### src/shared/bsc_pkg.sv
// Shared constants for the program-flow control block.
// Assumes a 16-bit word-addressed program counter and an 8-bit core.
package bsc_pkg;

	// ****************************************
	// Register map (byte addresses)
	// ****************************************
	localparam logic [3:0] ADDR_CTRL   = 4'h0; // Enable control
	localparam logic [3:0] ADDR_STATUS = 4'h4; // Last result, busy
	localparam logic [3:0] ADDR_PC     = 4'h8; // Program counter
	localparam logic [3:0] ADDR_FLAGS  = 4'hc; // Status flags register
	localparam logic [1:0] RESP_OKAY   = 2'h0;
	localparam logic [1:0] RESP_SLVERR = 2'h2;

	// ****************************************
	// Status flag positions and reset values
	// ****************************************
	localparam int FLAG_C = 0;
	localparam int FLAG_Z = 1;
	localparam int FLAG_N = 2;
	localparam int FLAG_V = 3;
	localparam int FLAG_S = 4;
	localparam int FLAG_H = 5;
	localparam int FLAG_I = 7;
	localparam logic [7:0]  FLAGS_RST = 8'h00;
	localparam logic [15:0] PC_RST    = 16'h0000;
	localparam int CTRL_EN_BIT   = 0;
	localparam logic CTRL_EN_RST = 1'b1;

	// ****************************************
	// Cycle counts per operation
	// ****************************************
	localparam logic [2:0] CYC_ONE   = 3'h1; // Compare, untaken test
	localparam logic [2:0] CYC_TWO   = 3'h2; // Taken branch, short skip
	localparam logic [2:0] CYC_THREE = 3'h3; // Long skip, pointer and relative calls
	localparam logic [2:0] CYC_FOUR  = 3'h4; // Direct call, returns

	// ****************************************
	// Program counter steps
	// ****************************************
	localparam logic [15:0] PC_STEP  = 16'h0001; // Next instruction
	localparam logic [15:0] SKIP_ONE = 16'h0002; // Skip one-word op
	localparam logic [15:0] SKIP_TWO = 16'h0003; // Skip two-word op

	// Operations decoded upstream
	typedef enum logic [4:0] {
		OP_NOP,
		OP_COMPARE,
		OP_COMPARE_WITH_BORROW,
		OP_COMPARE_IMMEDIATE,
		OP_EQUAL_COMPARE_SKIP,
		OP_REG_BIT_CLEAR_SKIP,
		OP_REG_BIT_SET_SKIP,
		OP_IO_BIT_CLEAR_SKIP,
		OP_IO_BIT_SET_SKIP,
		OP_FLAG_SET_BRANCH,
		OP_FLAG_CLEAR_BRANCH,
		OP_CARRY_CLEAR_BRANCH,
		OP_SAME_OR_HIGHER_BRANCH,
		OP_SIGNED_GE_BRANCH,
		OP_POINTER_CALL,
		OP_RELATIVE_CALL,
		OP_DIRECT_CALL,
		OP_SUB_RETURN,
		OP_INTERRUPT_RETURN
	} bsc_op_t;

	typedef enum logic [0:0] {
		ST_IDLE,
		ST_RUN
	} bsc_state_t;

endpackage

### src/bsc_flow_ctrl.sv
// Program-flow control: compares, skips, branches, calls and returns.
// Assumes an upstream decoder that presents one operation with operands,
// and a stack unit that pushes/pops return addresses on request.
module bsc_flow_ctrl (
	input  wire logic              aclk,
	input  wire logic              aresetn,
	input  wire logic              ce,
	// AXI4-Lite slave
	input  wire logic [3:0]        s_axi_awaddr,
	input  wire logic              s_axi_awvalid,
	output logic                   s_axi_awready,
	input  wire logic [31:0]       s_axi_wdata,
	input  wire logic [3:0]        s_axi_wstrb,
	input  wire logic              s_axi_wvalid,
	output logic                   s_axi_wready,
	output logic [1:0]             s_axi_bresp,
	output logic                   s_axi_bvalid,
	input  wire logic              s_axi_bready,
	input  wire logic [3:0]        s_axi_araddr,
	input  wire logic              s_axi_arvalid,
	output logic                   s_axi_arready,
	output logic [31:0]            s_axi_rdata,
	output logic [1:0]             s_axi_rresp,
	output logic                   s_axi_rvalid,
	input  wire logic              s_axi_rready,
	// Operation port
	input  wire logic              op_valid,
	input  wire bsc_pkg::bsc_op_t  op_code,
	input  wire logic [7:0]        op_rd_val,
	input  wire logic [7:0]        op_rr_val,
	input  wire logic [7:0]        op_io_val,
	input  wire logic [2:0]        op_bit_sel,
	input  wire logic [11:0]       op_offset,
	input  wire logic [15:0]       op_target,
	input  wire logic [15:0]       op_z_ptr,
	input  wire logic [15:0]       op_stack_pc,
	input  wire logic              op_next_two_word,
	// Results
	output logic                   op_ready,
	output logic                   op_done,
	output logic [15:0]            pc_out,
	output logic [7:0]             flags_out,
	output logic                   push_req,
	output logic [15:0]            push_addr,
	output logic                   pop_req
);
	import bsc_pkg::*;

	// ****************************************
	// State
	// ****************************************
	bsc_state_t  state_reg;        // Idle or counting cycles
	logic [2:0]  cnt_reg;          // Cycles still to spend
	logic [2:0]  last_cyc_reg;     // Cycle count of last op
	logic        last_taken_reg;   // Last op skipped or branched
	logic        en_reg;           // Software enable
	logic [15:0] pc_reg;           // Program counter
	logic [7:0]  flags_reg;        // Status flags register
	logic        done_reg;         // Completion pulse
	logic        push_reg;         // Push request pulse
	logic [15:0] push_addr_reg;    // Return address to push
	logic        pop_reg;          // Pop request pulse
	logic        ready_reg;        // Idle and enabled, registered
	logic        awready_reg;
	logic        wready_reg;
	logic        bvalid_reg;
	logic [1:0]  bresp_reg;
	logic        arready_reg;
	logic        rvalid_reg;
	logic [1:0]  rresp_reg;
	logic [31:0] rdata_reg;

	// ****************************************
	// Compare datapath
	// ****************************************
	wire        is_cpc   = (op_code == OP_COMPARE_WITH_BORROW);
	wire        is_cpi   = (op_code == OP_COMPARE_IMMEDIATE);
	// Immediate arrives on the rr operand lane
	wire [7:0]  cmp_b    = op_rr_val;
	wire        cmp_cin  = is_cpc & flags_reg[FLAG_C];
	wire [7:0]  cmp_res  = op_rd_val - cmp_b - {7'h00, cmp_cin};
	wire        h_flag   = (~op_rd_val[3] & cmp_b[3]) |
	                       (cmp_b[3] & cmp_res[3]) |
	                       (cmp_res[3] & ~op_rd_val[3]);
	wire        c_flag   = (~op_rd_val[7] & cmp_b[7]) |
	                       (cmp_b[7] & cmp_res[7]) |
	                       (cmp_res[7] & ~op_rd_val[7]);
	wire        v_flag   = (op_rd_val[7] & ~cmp_b[7] & ~cmp_res[7]) |
	                       (~op_rd_val[7] & cmp_b[7] & cmp_res[7]);
	wire        n_flag   = cmp_res[7];
	// With borrow, zero is only kept, never set, for chained compares
	wire        z_flag   = (cmp_res == 8'h00) &
	                       (~is_cpc | flags_reg[FLAG_Z]);
	wire [7:0]  cmp_flags = {flags_reg[7:6], h_flag, n_flag ^ v_flag,
	                         v_flag, n_flag, z_flag, c_flag};
	wire        is_cmp   = (op_code == OP_COMPARE) | is_cpc | is_cpi;

	// ****************************************
	// Condition decode
	// ****************************************
	wire reg_bit  = op_rr_val[op_bit_sel];
	wire io_bit   = op_io_val[op_bit_sel];
	wire sel_flag = flags_reg[op_bit_sel];
	logic skip_cond;    // Next instruction is skipped
	logic br_cond;      // Relative branch taken
	logic is_skip;
	logic is_branch;
	always_comb begin
		skip_cond = 1'b0;
		br_cond   = 1'b0;
		is_skip   = 1'b0;
		is_branch = 1'b0;
		case (op_code)
			OP_EQUAL_COMPARE_SKIP: begin
				is_skip   = 1'b1;
				skip_cond = (op_rd_val == op_rr_val);
			end
			OP_REG_BIT_CLEAR_SKIP: begin
				is_skip   = 1'b1;
				skip_cond = ~reg_bit;
			end
			OP_REG_BIT_SET_SKIP: begin
				is_skip   = 1'b1;
				skip_cond = reg_bit;
			end
			OP_IO_BIT_CLEAR_SKIP: begin
				is_skip   = 1'b1;
				skip_cond = ~io_bit;
			end
			OP_IO_BIT_SET_SKIP: begin
				is_skip   = 1'b1;
				skip_cond = io_bit;
			end
			OP_FLAG_SET_BRANCH: begin
				is_branch = 1'b1;
				br_cond   = sel_flag;
			end
			OP_FLAG_CLEAR_BRANCH: begin
				is_branch = 1'b1;
				br_cond   = ~sel_flag;
			end
			OP_CARRY_CLEAR_BRANCH, OP_SAME_OR_HIGHER_BRANCH: begin
				is_branch = 1'b1;
				br_cond   = ~flags_reg[FLAG_C];
			end
			OP_SIGNED_GE_BRANCH: begin
				is_branch = 1'b1;
				br_cond   = ~(flags_reg[FLAG_N] ^ flags_reg[FLAG_V]);
			end
			default: begin
				skip_cond = 1'b0;
			end
		endcase
	end

	// ****************************************
	// Next program counter and cycle count
	// ****************************************
	wire [15:0] br_off  = {{9{op_offset[6]}}, op_offset[6:0]};
	wire [15:0] rc_off  = {{4{op_offset[11]}}, op_offset};
	wire [15:0] skip_by = op_next_two_word ? SKIP_TWO : SKIP_ONE;
	wire [2:0]  skip_cy = op_next_two_word ? CYC_THREE : CYC_TWO;
	logic [15:0] pc_next;
	logic [2:0]  cyc_next;
	logic        push_next;
	logic        pop_next;
	logic [15:0] ret_next;
	always_comb begin
		pc_next   = pc_reg + PC_STEP;
		cyc_next  = CYC_ONE;
		push_next = 1'b0;
		pop_next  = 1'b0;
		ret_next  = pc_reg + PC_STEP;
		if (is_skip && skip_cond) begin
			pc_next  = pc_reg + skip_by;
			cyc_next = skip_cy;
		end else if (is_branch && br_cond) begin
			pc_next  = pc_reg + br_off + PC_STEP;
			cyc_next = CYC_TWO;
		end else begin
			case (op_code)
				OP_POINTER_CALL: begin
					pc_next   = op_z_ptr;
					cyc_next  = CYC_THREE;
					push_next = 1'b1;
				end
				OP_RELATIVE_CALL: begin
					pc_next   = pc_reg + rc_off + PC_STEP;
					cyc_next  = CYC_THREE;
					push_next = 1'b1;
				end
				OP_DIRECT_CALL: begin
					pc_next   = op_target;
					cyc_next  = CYC_FOUR;
					push_next = 1'b1;
					ret_next  = pc_reg + SKIP_ONE; // Two-word opcode
				end
				OP_SUB_RETURN, OP_INTERRUPT_RETURN: begin
					pc_next  = op_stack_pc;
					cyc_next = CYC_FOUR;
					pop_next = 1'b1;
				end
				default: begin
					cyc_next = CYC_ONE;
				end
			endcase
		end
	end

	// ****************************************
	// Register bus decode
	// ****************************************
	wire op_go    = ce & op_valid & en_reg & (state_reg == ST_IDLE);
	wire wr_go    = awready_reg & s_axi_awvalid & wready_reg & s_axi_wvalid;
	wire wr_start = s_axi_awvalid & s_axi_wvalid & ~awready_reg &
	                ~bvalid_reg;
	wire rd_start = s_axi_arvalid & ~arready_reg & ~rvalid_reg;
	wire rd_go    = arready_reg & s_axi_arvalid;
	wire [31:0] wmask = {{8{s_axi_wstrb[3]}}, {8{s_axi_wstrb[2]}},
	                     {8{s_axi_wstrb[1]}}, {8{s_axi_wstrb[0]}}};
	wire [31:0] ctrl_rd   = {31'h0, en_reg};
	wire [31:0] status_rd = {27'h0, last_taken_reg, last_cyc_reg,
	                         state_reg == ST_RUN};
	wire [31:0] pc_rd     = {16'h0, pc_reg};
	wire [31:0] flags_rd  = {24'h0, flags_reg};
	wire [31:0] pc_wr     = (pc_rd & ~wmask) | (s_axi_wdata & wmask);
	wire [31:0] fl_wr     = (flags_rd & ~wmask) | (s_axi_wdata & wmask);
	wire [31:0] ct_wr     = (ctrl_rd & ~wmask) | (s_axi_wdata & wmask);
	wire wr_ctrl  = wr_go & (s_axi_awaddr == ADDR_CTRL);
	wire wr_pc    = wr_go & (s_axi_awaddr == ADDR_PC);
	wire wr_flags = wr_go & (s_axi_awaddr == ADDR_FLAGS);
	wire wr_hit   = wr_ctrl | wr_pc | wr_flags |
	                (s_axi_awaddr == ADDR_STATUS);
	logic [31:0] rd_data;
	logic        rd_hit;
	always_comb begin
		rd_hit = 1'b1;
		case (s_axi_araddr)
			ADDR_CTRL:   rd_data = ctrl_rd;
			ADDR_STATUS: rd_data = status_rd;
			ADDR_PC:     rd_data = pc_rd;
			ADDR_FLAGS:  rd_data = flags_rd;
			default: begin
				rd_data = 32'h0;
				rd_hit  = 1'b0;
			end
		endcase
	end

	// ****************************************
	// Sequencer: accept op, spend its cycles
	// ****************************************
	always_ff @(posedge aclk) begin
		if (!aresetn) begin
			state_reg      <= ST_IDLE;
			cnt_reg        <= CYC_ONE;
			last_cyc_reg   <= CYC_ONE;
			last_taken_reg <= 1'b0;
			done_reg       <= 1'b0;
			push_reg       <= 1'b0;
			pop_reg        <= 1'b0;
			push_addr_reg  <= PC_RST;
		end else if (ce) begin
			done_reg <= 1'b0;
			push_reg <= 1'b0;
			pop_reg  <= 1'b0;
			if (op_go) begin
				push_reg       <= push_next;
				pop_reg        <= pop_next;
				push_addr_reg  <= ret_next;
				last_cyc_reg   <= cyc_next;
				last_taken_reg <= (is_skip & skip_cond) |
				                  (is_branch & br_cond);
				cnt_reg        <= cyc_next;
				// One-cycle ops finish at once
				state_reg      <= (cyc_next == CYC_ONE) ? ST_IDLE : ST_RUN;
				done_reg       <= (cyc_next == CYC_ONE);
			end else if (state_reg == ST_RUN) begin
				cnt_reg <= cnt_reg - CYC_ONE;
				if (cnt_reg == CYC_TWO) begin
					state_reg <= ST_IDLE;
					done_reg  <= 1'b1;
				end
			end
		end
	end

	// Program counter; an op outranks a bus write in the same cycle
	always_ff @(posedge aclk) begin
		if (!aresetn) begin
			pc_reg <= PC_RST;
		end else if (ce) begin
			if (op_go) begin
				pc_reg <= pc_next;
			end else if (wr_pc) begin
				pc_reg <= pc_wr[15:0];
			end
		end
	end

	// Flags: compares and bus writes change them, interrupt return sets I
	always_ff @(posedge aclk) begin
		if (!aresetn) begin
			flags_reg <= FLAGS_RST;
		end else if (ce) begin
			if (op_go && is_cmp) begin
				flags_reg <= cmp_flags;
			end else if (op_go && op_code == OP_INTERRUPT_RETURN) begin
				flags_reg[FLAG_I] <= 1'b1;
			end else if (wr_flags) begin
				flags_reg <= fl_wr[7:0];
			end
		end
	end

	// Ready kept in a flop so the port has no logic behind it
	wire en_next   = wr_ctrl ? ct_wr[CTRL_EN_BIT] : en_reg;
	wire idle_next = op_go ? (cyc_next == CYC_ONE) :
	                 (state_reg == ST_IDLE) | (cnt_reg == CYC_TWO);
	always_ff @(posedge aclk) begin
		if (!aresetn) begin
			ready_reg <= CTRL_EN_RST;
		end else if (ce) begin
			ready_reg <= idle_next & en_next;
		end
	end

	// ****************************************
	// AXI4-Lite slave handshakes
	// ****************************************
	always_ff @(posedge aclk) begin
		if (!aresetn) begin
			en_reg      <= CTRL_EN_RST;
			awready_reg <= 1'b0;
			wready_reg  <= 1'b0;
			bvalid_reg  <= 1'b0;
			bresp_reg   <= RESP_OKAY;
			arready_reg <= 1'b0;
			rvalid_reg  <= 1'b0;
			rresp_reg   <= RESP_OKAY;
			rdata_reg   <= 32'h0;
		end else if (ce) begin
			// Both channels taken together, one cycle after both valid
			awready_reg <= wr_start;
			wready_reg  <= wr_start;
			if (wr_ctrl) begin
				en_reg <= ct_wr[CTRL_EN_BIT];
			end
			if (wr_go) begin
				bvalid_reg <= 1'b1;
				bresp_reg  <= wr_hit ? RESP_OKAY : RESP_SLVERR;
			end else if (s_axi_bready) begin
				bvalid_reg <= 1'b0;
			end
			arready_reg <= rd_start;
			if (rd_go) begin
				rvalid_reg <= 1'b1;
				rdata_reg  <= rd_data;
				rresp_reg  <= rd_hit ? RESP_OKAY : RESP_SLVERR;
			end else if (s_axi_rready) begin
				rvalid_reg <= 1'b0;
			end
		end
	end

	// ****************************************
	// Outputs, all from flip-flops
	// ****************************************
	assign s_axi_awready = awready_reg;
	assign s_axi_wready  = wready_reg;
	assign s_axi_bvalid  = bvalid_reg;
	assign s_axi_bresp   = bresp_reg;
	assign s_axi_arready = arready_reg;
	assign s_axi_rvalid  = rvalid_reg;
	assign s_axi_rdata   = rdata_reg;
	assign s_axi_rresp   = rresp_reg;
	assign op_ready      = ready_reg;
	assign op_done       = done_reg;
	assign pc_out        = pc_reg;
	assign flags_out     = flags_reg;
	assign push_req      = push_reg;
	assign push_addr     = push_addr_reg;
	assign pop_req       = pop_reg;

endmodule
### config.mk
export PLATFORM = sky130hd
export DESIGN_NAME = bsc_flow_ctrl
export DESIGN_NICKNAME = d
export VERILOG_FILES = /design/src/shared/bsc_pkg.sv /design/src/bsc_flow_ctrl.sv
export SDC_FILE = /design/constraint.sdc
export NUM_CORES = 1
export LEC_CHECK = 0
export ABC_AREA = 1
export BUFFER_PORTS_ARGS = -buffer_cell sky130_fd_sc_hd__buf_4
export CELL_PAD_IN_SITES_DETAIL_PLACEMENT = 1
export CELL_PAD_IN_SITES_GLOBAL_PLACEMENT = 1
export CORE_MARGIN = 4
export CORE_UTILIZATION = 38
export CTS_CLUSTER_DIAMETER = 100
export CTS_CLUSTER_SIZE = 8
export DETAILED_ROUTE_END_ITERATION = 7
export GPL_ROUTABILITY_DRIVEN = 0
export GPL_TIMING_DRIVEN = 0
export PLACE_DENSITY_LB_ADDON = 0.1
export SLEW_MARGIN = 30
export SYNTH_ARGS = -nofsm -noshare
export SYNTH_HDL_FRONTEND = slang
export SYNTH_SLANG_ARGS = --single-unit
### constraint.sdc
create_clock -name aclk -period 4.2 [get_ports aclk]
set_input_delay 0.42 -clock aclk [delete_from_list [all_inputs] [get_ports aclk]]
set_output_delay 0.42 -clock aclk [all_outputs]
set_load 0.02 [all_outputs]
==> impl_metrics.toml <==
[sta]
slew_headroom_pct = 48.52
setup_viol_count_final = 0
fin_skew_ps = 10.11
final-hold-violation-count = 0
worst-slew-pin-transition_ps = 772.2
post_route_fraction_of_the_period_consumed_by_the_critical_path_pct = 76.19
rsz0062_at_grt = "no"
fin_crit_ps = 3200
setup_tns_ps = 0
fmax_mhz = 312.5
finalMaxSlewViolations = 0

[yosys]
post_synth_main_area_contributors = "dfxtp_1 (20%), nand2_1 (17%), inv_1 (8.2%), a21oi_1 (8.0%), ha_1 (7.2%)"
synth_top_cell_by_area = "dfxtp_1"
synth.top_cell.area_share_pct = 19.70
postSynthAreaPerCell_sq_um = 5.996
synth.cells.most_frequent = "nand2_1 (350), inv_1 (166), a21oi_1 (122)"
synth.most_common_cell = "nand2_1"
edff_count_synth = 0
asyncSetResetFlopFracSynth_pct = 0
synth-seq-area-share_pct = 19.70
synth_cell_types = 50
synth_ff_type = "dfxtp_1"
synthCells = 1271
area_of_the_mapped_netlist_sq_mm = 0.007621
yosysWarningCount = 0
yosys_register_bits = 75

[critical_path]
cp_data_arrival_time_ps = 3480
crit_path_launch_type = "flip-flop"
critPathRequiredTime_ps = 4480
critical_path.max_fanout = 9
critical_path_class = "flip-flop to flip-flop"
cp-end-kind = "flip-flop"

[power_and_ir_drop]
power_frac_clock_pct = 33.4
share_comb_of_total_power_pct = 33.3
power.switching_mw = 0.8784
power_density_mw_per_mm2 = 239.8
share_seq_of_total_power_pct = 33.3
netSwitchingFraction_pct = 37.54
vdd_drop_max_mv = 0.1776
post-layout-total-power_mw = 2.340
cellLeakagePower_nw = 4.879
internal_power_mw = 1.461

[floorplan]
core_region_area_sq_mm = 0.01959
floorplan.die.width_microns = 149.6
ios = 231
fp-row-count = 51
die-area_sq_mm = 0.02238
initial_core_util_pct = 38.90
dieHeight_microns = 149.6

[global_route]
grt_antenna_before_repair = 0
global_route.usage.total_pct = 28.17
grt_overflow_total = 0
number_of_global_route_vias_before_repair = 9700
grt_first_pass_wirelength_mm = 49.68
largest_net_degree_at_the_start_of_global_routing = 17

[route]
final_routed_wirelength_across_all_metal_layers_mm = 32.56
number_of_iterations_in_the_first_detailed_routing_pass = 5
antenna_left = 0
wl_per_cell_microns = 18.48
post_detailed_route_via_to_cell_ratio = 5.462
drt_drc_violations_left = 0
vias = 9624
drt_iter0_drc = 532

[final_layout]
post_route_cells_drive_above_1_share_pct = 18.50
fillCellCount = 2780
num_antenna_cells = 0
ff_latch_area_sq_mm = 0.001501
post-route-cell-area_sq_mm = 0.009756
footprint_of_the_multi_input_gates_sq_mm = 0.005169
nNetsFinal = 1685
area_growth_pct = 28.01

[clocking]
clk_path_buf_depth = 2
cts_inserted_buffers = 9
cts.repair_timing.setup_buffer_count = 0
clock_tree_from_tritoncts = "built"
hold_buffers = 0
clock_sink_count = 75
cts.htree.levels = 3
clk_transition_reported_paths_ps = 70
insertion_delay_ps = 350
number_of_gates_resized_after_cts = 0
cts_root_buffer = "clkbuf_16"

[placement]
place.detailed.hpwl_mm = 27.02
post_dp_cell_area_sq_mm = 0.009465
port-buffer-count = 193

[run_status]
outcome = "finished clean"

[worst_hold_path]
timing.hold.worst.class = "input port to flip-flop"

[run]
timing.max_cap.violations = 0
[routing by layer]
metal / up-vias / part of all wire [%] / track usage (%)
li1: 4566 / - / -
met2: 360 / 49 / 49.50
met5: - / 0 / 0
met1: 4612 / 41 / 34.80
met3: 86 / 6.5 / 4.179
met4: 0 / 3.7 / 10.57
[layout make-up]
class / count / share of cell area (%)
multi-input cells: 980 / 52.98
inverters: 172 / 6.644
repair buffers: 193 / 14.85
clock buffers: 9 / 2.309
clock inverters: 7 / 0.6669
well taps: 265 / 3.399
flip-flops and latches: 75 / 15.39
plain buffers: 61 / 3.758
[path summary, 6_finish.rpt]
check	start	end	slack, ps	depth (start not counted)
worst min register to register	push_addr[7]	push_addr[7]	470	2
worst max-delay path	flip-flop	flip-flop	1000	15
worst max register to register	flip-flop	flip-flop	1000	15
worst min-delay path	s_axi_rready	s_axi_rvalid	330	4
[cells in the final DEF (no fill, tap or decap), types with 4 or more instances in the layout]
cell         n
buf_4      219
nand3_2      5
nor3_1      19
o221ai_1     6
nand4_1     17
buf_2        9
a211oi_1     4
a221oi_1     6
clkbuf_1    19
o211ai_1    14
clkbuf_16    9
o21ai_0     82
nand2_1    350
xor2_1      44
or2_2        8
dfxtp_1     75
nand3_1     93
o22ai_1      4
o32ai_1      7
nand3b_1     6
a31oi_1      5
a21oi_1    122
conb_1      18
ha_1        44
nor2_1      93
inv_1      166
[cell families (layout without fill, tap and decap cells)]
logic type / count (synthesis) / after routing / share of synthesized area (%)
DFF: 75 / 75 / 19.70
and+or+nand+nor: 606 / 606 / 34.26
buffers and inverters: 233 / 442 / 13.31
adders and majority gates: 47 / 47 / 8.012
xor gates and xnor gates: 47 / 47 / 5.401
AOI/OAI and AO/OA: 262 / 262 / 19.26
other: 1 / 18 / 0.04921
[per-stage QoR]
step / hold slack [ps] / cells / util (%) / worst slack [ps]
CTS: 325.8 / 1762 / 49.80 / 1050
finish: 326.2 / 1762 / 49.80 / 1000
global route: 332.6 / 1762 / 49.80 / 816.5
detailed placement: 459.0 / 1746 / 48.32 / 760.6
floorplan: 434.6 / 1288 / - / 1402
global placement: 450.3 / 1746 / 48.32 / 861.8
[power by group through the flow]
| stage | combinational, mW | clock (mW) | sequential, mW |
|---|---|---|---|
| floorplan | 0.453 | 0 | 0.804 |
| global placement | 0.750 | 0 | 0.794 |
| detailed placement | 0.771 | 0 | 0.795 |
| CTS | 0.775 | 0.790 | 0.779 |
| global route | 0.862 | 0.827 | 0.782 |
| finish | 0.778 | 0.782 | 0.779 |
[worst max-delay path: stages (launching register included)]
cell and delay, ps:
dfxtp_1 600, inv_1 260, ha_1 270, fa_1 420
nand3b_1 180, nand2_1 220, nand2_1 80, nand2_1 210
inv_1 60, o21ai_0 260, nand2_1 120, nand3b_1 100
nand3_1 90, nand2_1 70, nand2_1 60, a21oi_1 130
Power figures use the tool's default switching activity.
